==> src/include/lc_pkg.sv <==
// constants and types for the configurable logic cell
// assumes a classic wishbone slave with 32-bit data and byte addressing
package lc_pkg;

  // bus geometry
  localparam int LC_ADR_W = 4;
  localparam int LC_DAT_W = 32;
  localparam int LC_SEL_W = 4;

  // register byte offsets
  localparam logic [LC_ADR_W-1:0] LC_OFF_LUT_F = 4'h0;
  localparam logic [LC_ADR_W-1:0] LC_OFF_LUT_G = 4'h4;
  localparam logic [LC_ADR_W-1:0] LC_OFF_CTRL = 4'h8;
  localparam logic [LC_ADR_W-1:0] LC_OFF_STATUS = 4'hC;

  // widths
  localparam int LC_LUT_BITS = 16;
  localparam int LC_CTRL_BITS = 16;
  localparam int LC_NUM_IN = 5;

  // control register field positions
  localparam int LC_CTRL_MODE_LSB = 0;
  localparam int LC_CTRL_F_USE_E = 2;
  localparam int LC_CTRL_G_USE_E = 3;
  localparam int LC_CTRL_F_B_FF = 4;
  localparam int LC_CTRL_F_C_FF = 5;
  localparam int LC_CTRL_G_B_FF = 6;
  localparam int LC_CTRL_G_C_FF = 7;
  localparam int LC_CTRL_OUTX_LSB = 8;
  localparam int LC_CTRL_OUTY_LSB = 10;
  localparam int LC_CTRL_FFX_LSB = 12;
  localparam int LC_CTRL_FFY_LSB = 14;

  // status register field positions
  localparam int LC_STAT_FFX = 0;
  localparam int LC_STAT_FFY = 1;
  localparam int LC_STAT_CELLX = 2;
  localparam int LC_STAT_CELLY = 3;
  localparam int LC_STAT_IN_LSB = 4;

  // reset values
  localparam logic [LC_LUT_BITS-1:0] LC_LUT_RST = 16'h0000;
  localparam logic [LC_CTRL_BITS-1:0] LC_CTRL_RST = 16'h0000;

  // function generator modes
  typedef enum logic [1:0] {
    LC_DUAL_LUT_MODE = 2'b00,
    LC_MERGED_LUT_MODE = 2'b01,
    LC_MUXED_LUT_MODE = 2'b10
  } lc_mode_e;

  // cell output source
  typedef enum logic [1:0] {
    LC_OUT_FN_F = 2'b00,
    LC_OUT_FN_G = 2'b01,
    LC_OUT_FF_X = 2'b10,
    LC_OUT_FF_Y = 2'b11
  } lc_out_src_e;

  // flip-flop data source
  typedef enum logic [1:0] {
    LC_FFD_FN_F = 2'b00,
    LC_FFD_FN_G = 2'b01,
    LC_FFD_DIRECT = 2'b10,
    LC_FFD_DIRECT_ALT = 2'b11
  } lc_ffd_src_e;

endpackage

==> src/rtl/lc_ff_pair.sv <==
// the two storage flip-flops of the logic cell
// assumes the reset arrives asynchronously and is active high
`timescale 1ns/1ps
`default_nettype none
module lc_ff_pair #(
  parameter int N = 2
) (
  // shared clock and asynchronous clear
  input wire logic clk_i,
  input wire logic clear_i,
  // shared clock gate
  input wire logic ff_clock_gate_i,
  // data in, registered out
  input wire logic [N-1:0] d_i,
  output logic [N-1:0] q_o
);

  // edge-triggered only; clear first, then enable
  always_ff @(posedge clk_i or posedge clear_i)
  begin
    if (clear_i)
    begin
      q_o <= '0;
    end
    else if (ff_clock_gate_i)
    begin
      q_o <= d_i;
    end
    else
    begin
      q_o <= q_o;
    end
  end

endmodule
`default_nettype wire

==> src/rtl/lc_logic_cell.sv <==
// logic cell top: function generator, two flip-flops, output selection,
// configuration and status registers behind a classic wishbone slave
// assumes logic pins and clock gate are asynchronous to clk_i
//
// The placing of the registers and register access over Wishbone were decided locally.
`timescale 1ns/1ps
`default_nettype none
module lc_logic_cell
  import lc_pkg::*;
(
  // clock and bus reset
  input wire logic clk_i,
  input wire logic rst_i,
  // wishbone slave
  input wire logic wb_cyc_i,
  input wire logic wb_stb_i,
  input wire logic wb_we_i,
  input wire logic [lc_pkg::LC_ADR_W-1:0] wb_adr_i,
  input wire logic [lc_pkg::LC_SEL_W-1:0] wb_sel_i,
  input wire logic [lc_pkg::LC_DAT_W-1:0] wb_dat_i,
  output logic [lc_pkg::LC_DAT_W-1:0] wb_dat_o,
  output logic wb_ack_o,
  // cell logic inputs a..e in bits 0..4
  input wire logic [lc_pkg::LC_NUM_IN-1:0] logic_in_i,
  // direct flip-flop data input
  input wire logic direct_data_i,
  // shared flip-flop clock gate
  input wire logic ff_clock_gate_i,
  // flip-flop asynchronous clear
  input wire logic cell_clear_i,
  // cell outputs
  output logic cell_x_o,
  output logic cell_y_o,
  output logic first_ff_out_o,
  output logic second_ff_out_o
);

  // all clocked state of the top
  typedef struct packed {
    logic [LC_NUM_IN-1:0] in_meta;
    logic [LC_NUM_IN-1:0] in_sync;
    logic din_meta;
    logic din_sync;
    logic gate_meta;
    logic gate_sync;
    logic [LC_LUT_BITS-1:0] lut_f;
    logic [LC_LUT_BITS-1:0] lut_g;
    logic [LC_CTRL_BITS-1:0] ctrl;
    logic ack;
    logic [LC_DAT_W-1:0] rdata;
    logic cell_x;
    logic cell_y;
  } lc_state_s;

  lc_state_s state;
  lc_state_s next_state;

  // decoded configuration
  lc_mode_e mode;
  logic f_use_e;
  logic g_use_e;
  logic f_b_ff;
  logic f_c_ff;
  logic g_b_ff;
  logic g_c_ff;
  lc_out_src_e out_x_src;
  lc_out_src_e out_y_src;
  lc_ffd_src_e ffx_src;
  lc_ffd_src_e ffy_src;

  // synchronised logic inputs
  logic in_a;
  logic in_b;
  logic in_c;
  logic in_d;
  logic in_e;

  // flip-flop feedback
  logic [1:0] ff_q;
  logic [1:0] ff_d;

  // table addresses and results
  logic [3:0] f_addr;
  logic [3:0] g_addr;
  logic f_res;
  logic g_res;
  logic fn_f;
  logic fn_g;

  // bus helpers
  logic bus_req;
  logic bus_take;
  logic [LC_DAT_W-1:0] status_word;

  // byte-lane merge for a write
  function automatic logic [LC_DAT_W-1:0] lc_merge(
    input logic [LC_DAT_W-1:0] old_val,
    input logic [LC_DAT_W-1:0] new_val,
    input logic [LC_SEL_W-1:0] sel
  );
    logic [LC_DAT_W-1:0] res;
    res = old_val;
    for (int i = 0; i < LC_SEL_W; i++)
    begin
      if (sel[i])
      begin
        res[i*8 +: 8] = new_val[i*8 +: 8];
      end
    end
    return res;
  endfunction

  // control register field decode; illegal mode code falls back to dual
  always_comb
  begin
    unique case (state.ctrl[LC_CTRL_MODE_LSB +: 2])
      2'b01: mode = LC_MERGED_LUT_MODE;
      2'b10: mode = LC_MUXED_LUT_MODE;
      default: mode = LC_DUAL_LUT_MODE;
    endcase
    f_use_e = state.ctrl[LC_CTRL_F_USE_E];
    g_use_e = state.ctrl[LC_CTRL_G_USE_E];
    out_x_src = lc_out_src_e'(state.ctrl[LC_CTRL_OUTX_LSB +: 2]);
    out_y_src = lc_out_src_e'(state.ctrl[LC_CTRL_OUTY_LSB +: 2]);
    ffx_src = lc_ffd_src_e'(state.ctrl[LC_CTRL_FFX_LSB +: 2]);
    ffy_src = lc_ffd_src_e'(state.ctrl[LC_CTRL_FFY_LSB +: 2]);
  end

  // feedback substitution choices per table
  always_comb
  begin
    f_b_ff = state.ctrl[LC_CTRL_F_B_FF];
    f_c_ff = state.ctrl[LC_CTRL_F_C_FF];
    if (mode == LC_MERGED_LUT_MODE)
    begin
      g_b_ff = state.ctrl[LC_CTRL_F_B_FF];
      g_c_ff = state.ctrl[LC_CTRL_F_C_FF];
    end
    else
    begin
      g_b_ff = state.ctrl[LC_CTRL_G_B_FF];
      g_c_ff = state.ctrl[LC_CTRL_G_C_FF];
    end
  end

  // synchronised pins as named inputs
  always_comb
  begin
    in_a = state.in_sync[0];
    in_b = state.in_sync[1];
    in_c = state.in_sync[2];
    in_d = state.in_sync[3];
    in_e = state.in_sync[4];
  end

  // table addresses: a in bit 0, fourth variable in bit 3
  always_comb
  begin
    f_addr[0] = in_a;
    f_addr[1] = f_b_ff ? ff_q[0] : in_b;
    f_addr[2] = f_c_ff ? ff_q[1] : in_c;
    g_addr[0] = in_a;
    g_addr[1] = g_b_ff ? ff_q[0] : in_b;
    g_addr[2] = g_c_ff ? ff_q[1] : in_c;
    if (mode == LC_DUAL_LUT_MODE)
    begin
      f_addr[3] = f_use_e ? in_e : in_d;
      g_addr[3] = g_use_e ? in_e : in_d;
    end
    else
    begin
      f_addr[3] = in_d;
      g_addr[3] = in_d;
    end
  end

  // the two look-up tables
  lc_lut4 #(
    .SEL_W(4)
  ) u_lut_f (
    .table_i(state.lut_f),
    .sel_i(f_addr),
    .out_o(f_res)
  );

  lc_lut4 #(
    .SEL_W(4)
  ) u_lut_g (
    .table_i(state.lut_g),
    .sel_i(g_addr),
    .out_o(g_res)
  );

  // combine the tables according to mode
  always_comb
  begin
    unique case (mode)
      LC_DUAL_LUT_MODE:
      begin
        fn_f = f_res;
        fn_g = g_res;
      end
      LC_MERGED_LUT_MODE:
      begin
        fn_f = in_e ? g_res : f_res;
        fn_g = fn_f;
      end
      LC_MUXED_LUT_MODE:
      begin
        fn_f = in_e ? g_res : f_res;
        fn_g = fn_f;
      end
    endcase
  end

  // flip-flop data selection
  always_comb
  begin
    unique case (ffx_src)
      LC_FFD_FN_F: ff_d[0] = fn_f;
      LC_FFD_FN_G: ff_d[0] = fn_g;
      LC_FFD_DIRECT: ff_d[0] = state.din_sync;
      LC_FFD_DIRECT_ALT: ff_d[0] = state.din_sync;
    endcase
    unique case (ffy_src)
      LC_FFD_FN_F: ff_d[1] = fn_f;
      LC_FFD_FN_G: ff_d[1] = fn_g;
      LC_FFD_DIRECT: ff_d[1] = state.din_sync;
      LC_FFD_DIRECT_ALT: ff_d[1] = state.din_sync;
    endcase
  end

  // the cell flip-flops; asynchronous clear only, both cleared to zero
  lc_ff_pair #(
    .N(2)
  ) u_ff (
    .clk_i(clk_i),
    .clear_i(cell_clear_i),
    .ff_clock_gate_i(state.gate_sync),
    .d_i(ff_d),
    .q_o(ff_q)
  );

  // live status word
  always_comb
  begin
    status_word = '0;
    status_word[LC_STAT_FFX] = ff_q[0];
    status_word[LC_STAT_FFY] = ff_q[1];
    status_word[LC_STAT_CELLX] = state.cell_x;
    status_word[LC_STAT_CELLY] = state.cell_y;
    status_word[LC_STAT_IN_LSB +: LC_NUM_IN] = state.in_sync;
  end

  // request taken once, ack one cycle later
  always_comb
  begin
    bus_req = wb_cyc_i & wb_stb_i;
    bus_take = bus_req & ~state.ack;
  end

  // next state
  always_comb
  begin
    next_state = state;
    // two-stage synchronisers for pins
    next_state.in_meta = logic_in_i;
    next_state.in_sync = state.in_meta;
    next_state.din_meta = direct_data_i;
    next_state.din_sync = state.din_meta;
    next_state.gate_meta = ff_clock_gate_i;
    next_state.gate_sync = state.gate_meta;
    // registered cell outputs hide any multi-input decode hazard
    unique case (out_x_src)
      LC_OUT_FN_F: next_state.cell_x = fn_f;
      LC_OUT_FN_G: next_state.cell_x = fn_g;
      LC_OUT_FF_X: next_state.cell_x = ff_q[0];
      LC_OUT_FF_Y: next_state.cell_x = ff_q[1];
    endcase
    unique case (out_y_src)
      LC_OUT_FN_F: next_state.cell_y = fn_f;
      LC_OUT_FN_G: next_state.cell_y = fn_g;
      LC_OUT_FF_X: next_state.cell_y = ff_q[0];
      LC_OUT_FF_Y: next_state.cell_y = ff_q[1];
    endcase
    // bus answer
    next_state.ack = bus_take;
    next_state.rdata = '0;
    if (bus_take && !wb_we_i)
    begin
      unique case (wb_adr_i)
        LC_OFF_LUT_F: next_state.rdata[LC_LUT_BITS-1:0] = state.lut_f;
        LC_OFF_LUT_G: next_state.rdata[LC_LUT_BITS-1:0] = state.lut_g;
        LC_OFF_CTRL: next_state.rdata[LC_CTRL_BITS-1:0] = state.ctrl;
        LC_OFF_STATUS: next_state.rdata = status_word;
        default: next_state.rdata = '0;
      endcase
    end
    // configuration writes: besides the bus reset, the only way table contents change
    if (bus_take && wb_we_i)
    begin
      unique case (wb_adr_i)
        LC_OFF_LUT_F:
        begin
          next_state.lut_f = LC_LUT_BITS'(lc_merge({16'h0000, state.lut_f}, wb_dat_i,
                                      wb_sel_i));
        end
        LC_OFF_LUT_G:
        begin
          next_state.lut_g = LC_LUT_BITS'(lc_merge({16'h0000, state.lut_g}, wb_dat_i,
                                      wb_sel_i));
        end
        LC_OFF_CTRL:
        begin
          next_state.ctrl = LC_CTRL_BITS'(lc_merge({16'h0000, state.ctrl}, wb_dat_i,
                                     wb_sel_i));
        end
        default:
        begin
          next_state.ctrl = state.ctrl;
        end
      endcase
    end
  end

  // state register, synchronous reset
  always_ff @(posedge clk_i)
  begin
    if (rst_i)
    begin
      state.in_meta <= '0;
      state.in_sync <= '0;
      state.din_meta <= 1'b0;
      state.din_sync <= 1'b0;
      state.gate_meta <= 1'b0;
      state.gate_sync <= 1'b0;
      state.lut_f <= LC_LUT_RST;
      state.lut_g <= LC_LUT_RST;
      state.ctrl <= LC_CTRL_RST;
      state.ack <= 1'b0;
      state.rdata <= '0;
      state.cell_x <= 1'b0;
      state.cell_y <= 1'b0;
    end
    else
    begin
      state <= next_state;
    end
  end

  // outputs straight from flip-flops
  assign wb_dat_o = state.rdata;
  assign wb_ack_o = state.ack;
  assign cell_x_o = state.cell_x;
  assign cell_y_o = state.cell_y;
  assign first_ff_out_o = ff_q[0];
  assign second_ff_out_o = ff_q[1];

endmodule
`default_nettype wire

==> src/rtl/lc_lut4.sv <==
// one four-input look-up table
// assumes the table contents are static configuration
`timescale 1ns/1ps
`default_nettype none
module lc_lut4 #(
  parameter int SEL_W = 4
) (
  // configuration contents
  input wire logic [(1 << SEL_W)-1:0] table_i,
  // logic inputs acting as select lines
  input wire logic [SEL_W-1:0] sel_i,
  // selected bit
  output logic out_o
);

  // pure multiplexer from configuration bits
  always_comb
  begin
    out_o = table_i[sel_i];
  end

endmodule
`default_nettype wire

==> config.mk <==
export PLATFORM = sky130hd
export DESIGN_NAME = lc_logic_cell
export DESIGN_NICKNAME = d
export VERILOG_FILES = /design/src/include/lc_pkg.sv /design/src/rtl/lc_ff_pair.sv /design/src/rtl/lc_logic_cell.sv /design/src/rtl/lc_lut4.sv
export SDC_FILE = /design/constraint.sdc
export NUM_CORES = 1
export LEC_CHECK = 0
export BUFFER_PORTS_ARGS = -buffer_cell sky130_fd_sc_hd__buf_2
export CAP_MARGIN = 20
export CELL_PAD_IN_SITES_DETAIL_PLACEMENT = 0
export CELL_PAD_IN_SITES_GLOBAL_PLACEMENT = 1
export CORE_MARGIN = 2
export CORE_UTILIZATION = 34
export CTS_CLUSTER_DIAMETER = 200
export CTS_CLUSTER_SIZE = 30
export DETAILED_ROUTE_END_ITERATION = 7
export GPL_TIMING_DRIVEN = 0
export PLACE_DENSITY_LB_ADDON = 0.1
export SLEW_MARGIN = 20
export SYNTH_ARGS = -nofsm -noshare
export SYNTH_HDL_FRONTEND = slang
export SYNTH_SLANG_ARGS = --single-unit
==> constraint.sdc <==
create_clock -name clk_i -period 3.2 [get_ports clk_i]
set_clock_uncertainty 0.2 [all_clocks]
set_input_delay 0.8 -clock clk_i [delete_from_list [all_inputs] [get_ports clk_i]]
set_output_delay 0.8 -clock clk_i [all_outputs]
set_load 0.005 [all_outputs]
==> impl_metrics.py <==
metrics = {
    "cells_and_area": {
        "fin_cells": 634,
        "register_area_um2": 1672,
        "final_layout_size_suffix_gt1_frac": 0.2546,
        "nets": 541,
        "n_fill_cell": 1151,
        "multi_input_area_um2": 1966,
        "antenna_cells": 0,
        "area_growth_pct": 22.29,
    },
    "worst_hold_path": {
        "min_path_type": "input port to asynchronous set/reset pin",
    },
    "worst_setup_path": {
        "reg2regPathDepth": 9,
        "worst_path_most_repeated_cell": "mux2i_4",
        "path_buf_inv": 1,
        "path_cells": "inv_1, ha_2, mux2i_4, mux2i_4, mux2i_1, a21oi_1, a2111oi_4, a31oi_1, a311o_1",
        "arrival_ps": 3010,
        "critPathRequiredTime_ps": 3210,
        "rrSetupSlack_ps": 210,
        "slowest_delay_ps": 420,
        "critPathKind": "flop to flop",
        "cp_top_family": "compound AO/OA/AOI/OAI gates",
        "endpoint_kind": "flop",
        "path_max_fanout": 4,
        "crit_slowest_cell": "a2111oi_4",
        "timing.rr.end": "u_ff.q_o[0]$_DFFE_PP0P_",
        "cp-start-kind": "flop",
        "r2r_start": "state[36]$_SDFFE_PP0P_",
    },
    "global_routing": {
        "grt_pass1_vias": 3105,
        "grt_max_degree": 14,
        "grt-ovfl-total": 0,
        "antenna_found_initial": 0,
        "grt.total_usage": 0.1815,
        "grt_pass1_wl_um": 17190,
    },
    "sta": {
        "tightest_slew_ps": 763.9,
        "holdWs_ps": 101.7,
        "hold_violations": 0,
        "setup_violations": 0,
        "drv_slew": 0,
        "period_share": 0.9349,
        "rsz0062_at_grt": "no",
        "fmax_mhz": 334.3,
        "period_needed_ps": 2992,
        "slew_headroom": 0.4889,
    },
    "clocking": {
        "clockBufferDepth": 2,
        "path_clk_slew_ps": 60,
        "htreeDepth": 3,
        "cts_root_buf": "clkbuf_16",
        "cts_sinks": 83,
        "tritoncts": "built",
        "clock_latency_ps": 340,
        "cts_made_buffers": 9,
    },
    "yosys": {
        "netlist_instances": 404,
        "ys_seq_area_frac": 0.4304,
        "synth_cell_types": 44,
        "syn_area_per_cell_um2": 9.613,
        "yosysWarnings": 0,
        "synth-seq-cells": 83,
        "synth_area_um2": 3884,
    },
    "drt": {
        "vias_per_cell": 4.882,
        "first_pass_iters": 4,
        "routed_wl_um": 10740,
        "drt_iter0_drc": 122,
        "drt-wirelength-per-cell_um": 16.93,
        "drt_drc_violations_left": 0,
        "postRouteAntennaNets": 0,
        "vias": 3095,
    },
    "place": {
        "place_hpwl_um": 8083,
        "post-place-cells": 617,
        "place.port_buffers": 55,
        "gp_routability_congestion": 0.9200,
    },
    "power": {
        "vdd_ir_drop_max_mv": 0.4122,
        "powerDensity_nw_per_um2": 478.3,
        "p_leak_nw": 2.257,
    },
    "floorplan": {
        "core_um2": 11270,
        "io_pins": 90,
        "rows": 39,
        "die_w_um": 110.9,
        "dieArea_um2": 12290,
        "initial_core_util": 0.3445,
        "die_h_um": 110.9,
    },
    "job": {
        "drv_cap": 0,
    },
    "outcome": {
        "status": "completed",
    },
}
## placed cells by master (no fill, tap or decap), types with 6 or more instances in the layout
cell type | netlist | layout
dfxtp_1 | 81 | 81
buf_2 | 2 | 57
mux2i_1 | 58 | 57
nor2_1 | 56 | 56
buf_4 | 32 | 34
nand2_1 | 26 | 26
a22oi_1 | 25 | 25
a21oi_1 | 20 | 20
nor2b_1 | 18 | 18
conb_1 | 1 | 16
clkbuf_1 | 15 | 15
clkbuf_16 | 0 | 9
inv_1 | 6 | 6
nor3_1 | 6 | 6
## logic make-up after synthesis
group,synth area share
DFF,0.4304
muxes,0.1952
AOI/OAI and AO/OA,0.1347
and+or+nand+nor,0.1479
other,0.0009656
adders and majority gates,0.003221
buffers and inverters,0.08763
## power breakdown
part | total [mW] | internal, mW | switching (mW)
registers | 1.06 | 1.05 | 0.0135
clock network | 1.05 | 0.641 | 0.408
logic | 0.162 | 0.0692 | 0.0927
total | 2.27 | 1.76 | 0.514
## metal layers
metal  GRT usage  wire (um)  up-vias
met2      0.3047       5300       49
met3     0.03499        301       10
met4     0.06500        129        0
li1            -          -     1552
met5           0          0        -
met1      0.2329       5003     1484
## what timing repair did
action | in CTS | in global routing
hold buffers | 0 | 0
setup buffers | 0 | 2
endpoints found under the hold margin | 0 | 0
endpoints found under the setup margin | 0 | 4
gates resized for setup | 0 | 5
## worst register-to-register path, delay by kind of cell (launching register included)
family          cells  cell delay, ps
fa+ha+maj           1             250
buf+inv             1              60
compound gates      4            1080
flops               1             320
mux                 3             960
## cell usage after synthesis
master,number,area [um^2]
o21ai_0,4,20.02
mux2_2,5,56.30
o311ai_1,1,8.760
buf_4,32,240.2
nor3b_1,3,22.52
nand2b_1,1,6.260
o22ai_1,2,12.51
nor2_1,56,210.2
clkbuf_1,15,56.30
and3_1,3,18.77
inv_1,6,22.52
a31oi_1,3,18.77
o311a_1,1,10.01
nor4_2,1,12.51
dfxtp_1,81,1622
nand2_1,26,97.59
a21oi_1,20,100.1
o41ai_1,1,8.760
o22a_1,1,8.760
and3b_1,1,8.760
mux4_2,3,67.56
buf_6,1,11.26
a311o_1,3,30.03
nor4_1,1,6.260
o311ai_4,1,26.28
a211o_1,1,8.760
a211oi_1,5,37.54
nand3b_1,3,22.52
mux2i_2,2,27.53
a22oi_1,25,187.7
a2111oi_4,1,27.53
nor3_1,6,30.03
o32ai_1,1,8.760
mux2i_1,58,580.6
mux4_1,1,26.28
or2_2,1,6.260
ha_1,1,12.51
conb_1,1,3.750
a31o_2,1,8.760
nand3_1,1,5.000
buf_2,2,10.01
dfrtp_1,2,50.05
or4_1,2,15.01
nor2b_1,18,112.6
## through the flow
step / TNS [ps] / instance area [um^2] / util / power [mW] / worst slack, ps
2_1_floorplan: 0 / 3940 / - / 1.173 / 425.6
4_1_cts: 0 / 4697 / 0.4167 / 2.295 / 5.856
3_3_place_gp: 0 / 4394 / 0.3898 / 1.240 / 11.11
6_report: 0 / 4750 / 0.4214 / 2.272 / 208.4
5_1_grt: 0 / 4750 / 0.4214 / 2.356 / 62.75
3_5_place_dp: -1130 / 4394 / 0.3898 / 1.242 / -121.6
## registers in the layout (all words and copies together), names as in the netlist, 2 cells and up
| signal | cells |
|---|---|
| next_state | 7 |
| ffy_src | 2 |
| out_y_src | 2 |
| state | 38 |
| u_ff.q_o | 2 |
| out_x_src | 2 |
| ffx_src | 2 |
| wb_dat_o | 16 |
## cell type report
| cell class | count | area share |
|---|---|---|
| plain buffers | 50 | 0.06691 |
| clock buffers | 11 | 0.05321 |
| clock inverters | 4 | 0.01054 |
| inverters | 6 | 0.004742 |
| multi-input cells | 280 | 0.4139 |
| flip-flops and latches | 83 | 0.3519 |
| well taps | 143 | 0.03767 |
| repair buffers | 57 | 0.06112 |
## worst max-delay path by stage
stage | from | to | slack, ps | cells past startpoint
floorplan | state[36]$_SDFFE_PP0P_ | u_ff.q_o[0]$_DFFE_PP0P_ | 430 | 9
global placement | wb_adr_i[3] | state[76]$_SDFFE_PP0P_ | 10 | 5
detailed placement | wb_adr_i[3] | state[82]$_SDFFE_PP0P_ | -120 | 5
CTS | state[35]$_SDFFE_PP0P_ | u_ff.q_o[0]$_DFFE_PP0P_ | 6 | 8
global route | state[36]$_SDFFE_PP0P_ | u_ff.q_o[0]$_DFFE_PP0P_ | 60 | 9
finish | state[36]$_SDFFE_PP0P_ | u_ff.q_o[0]$_DFFE_PP0P_ | 210 | 9
(Power assumes the default switching activity.)
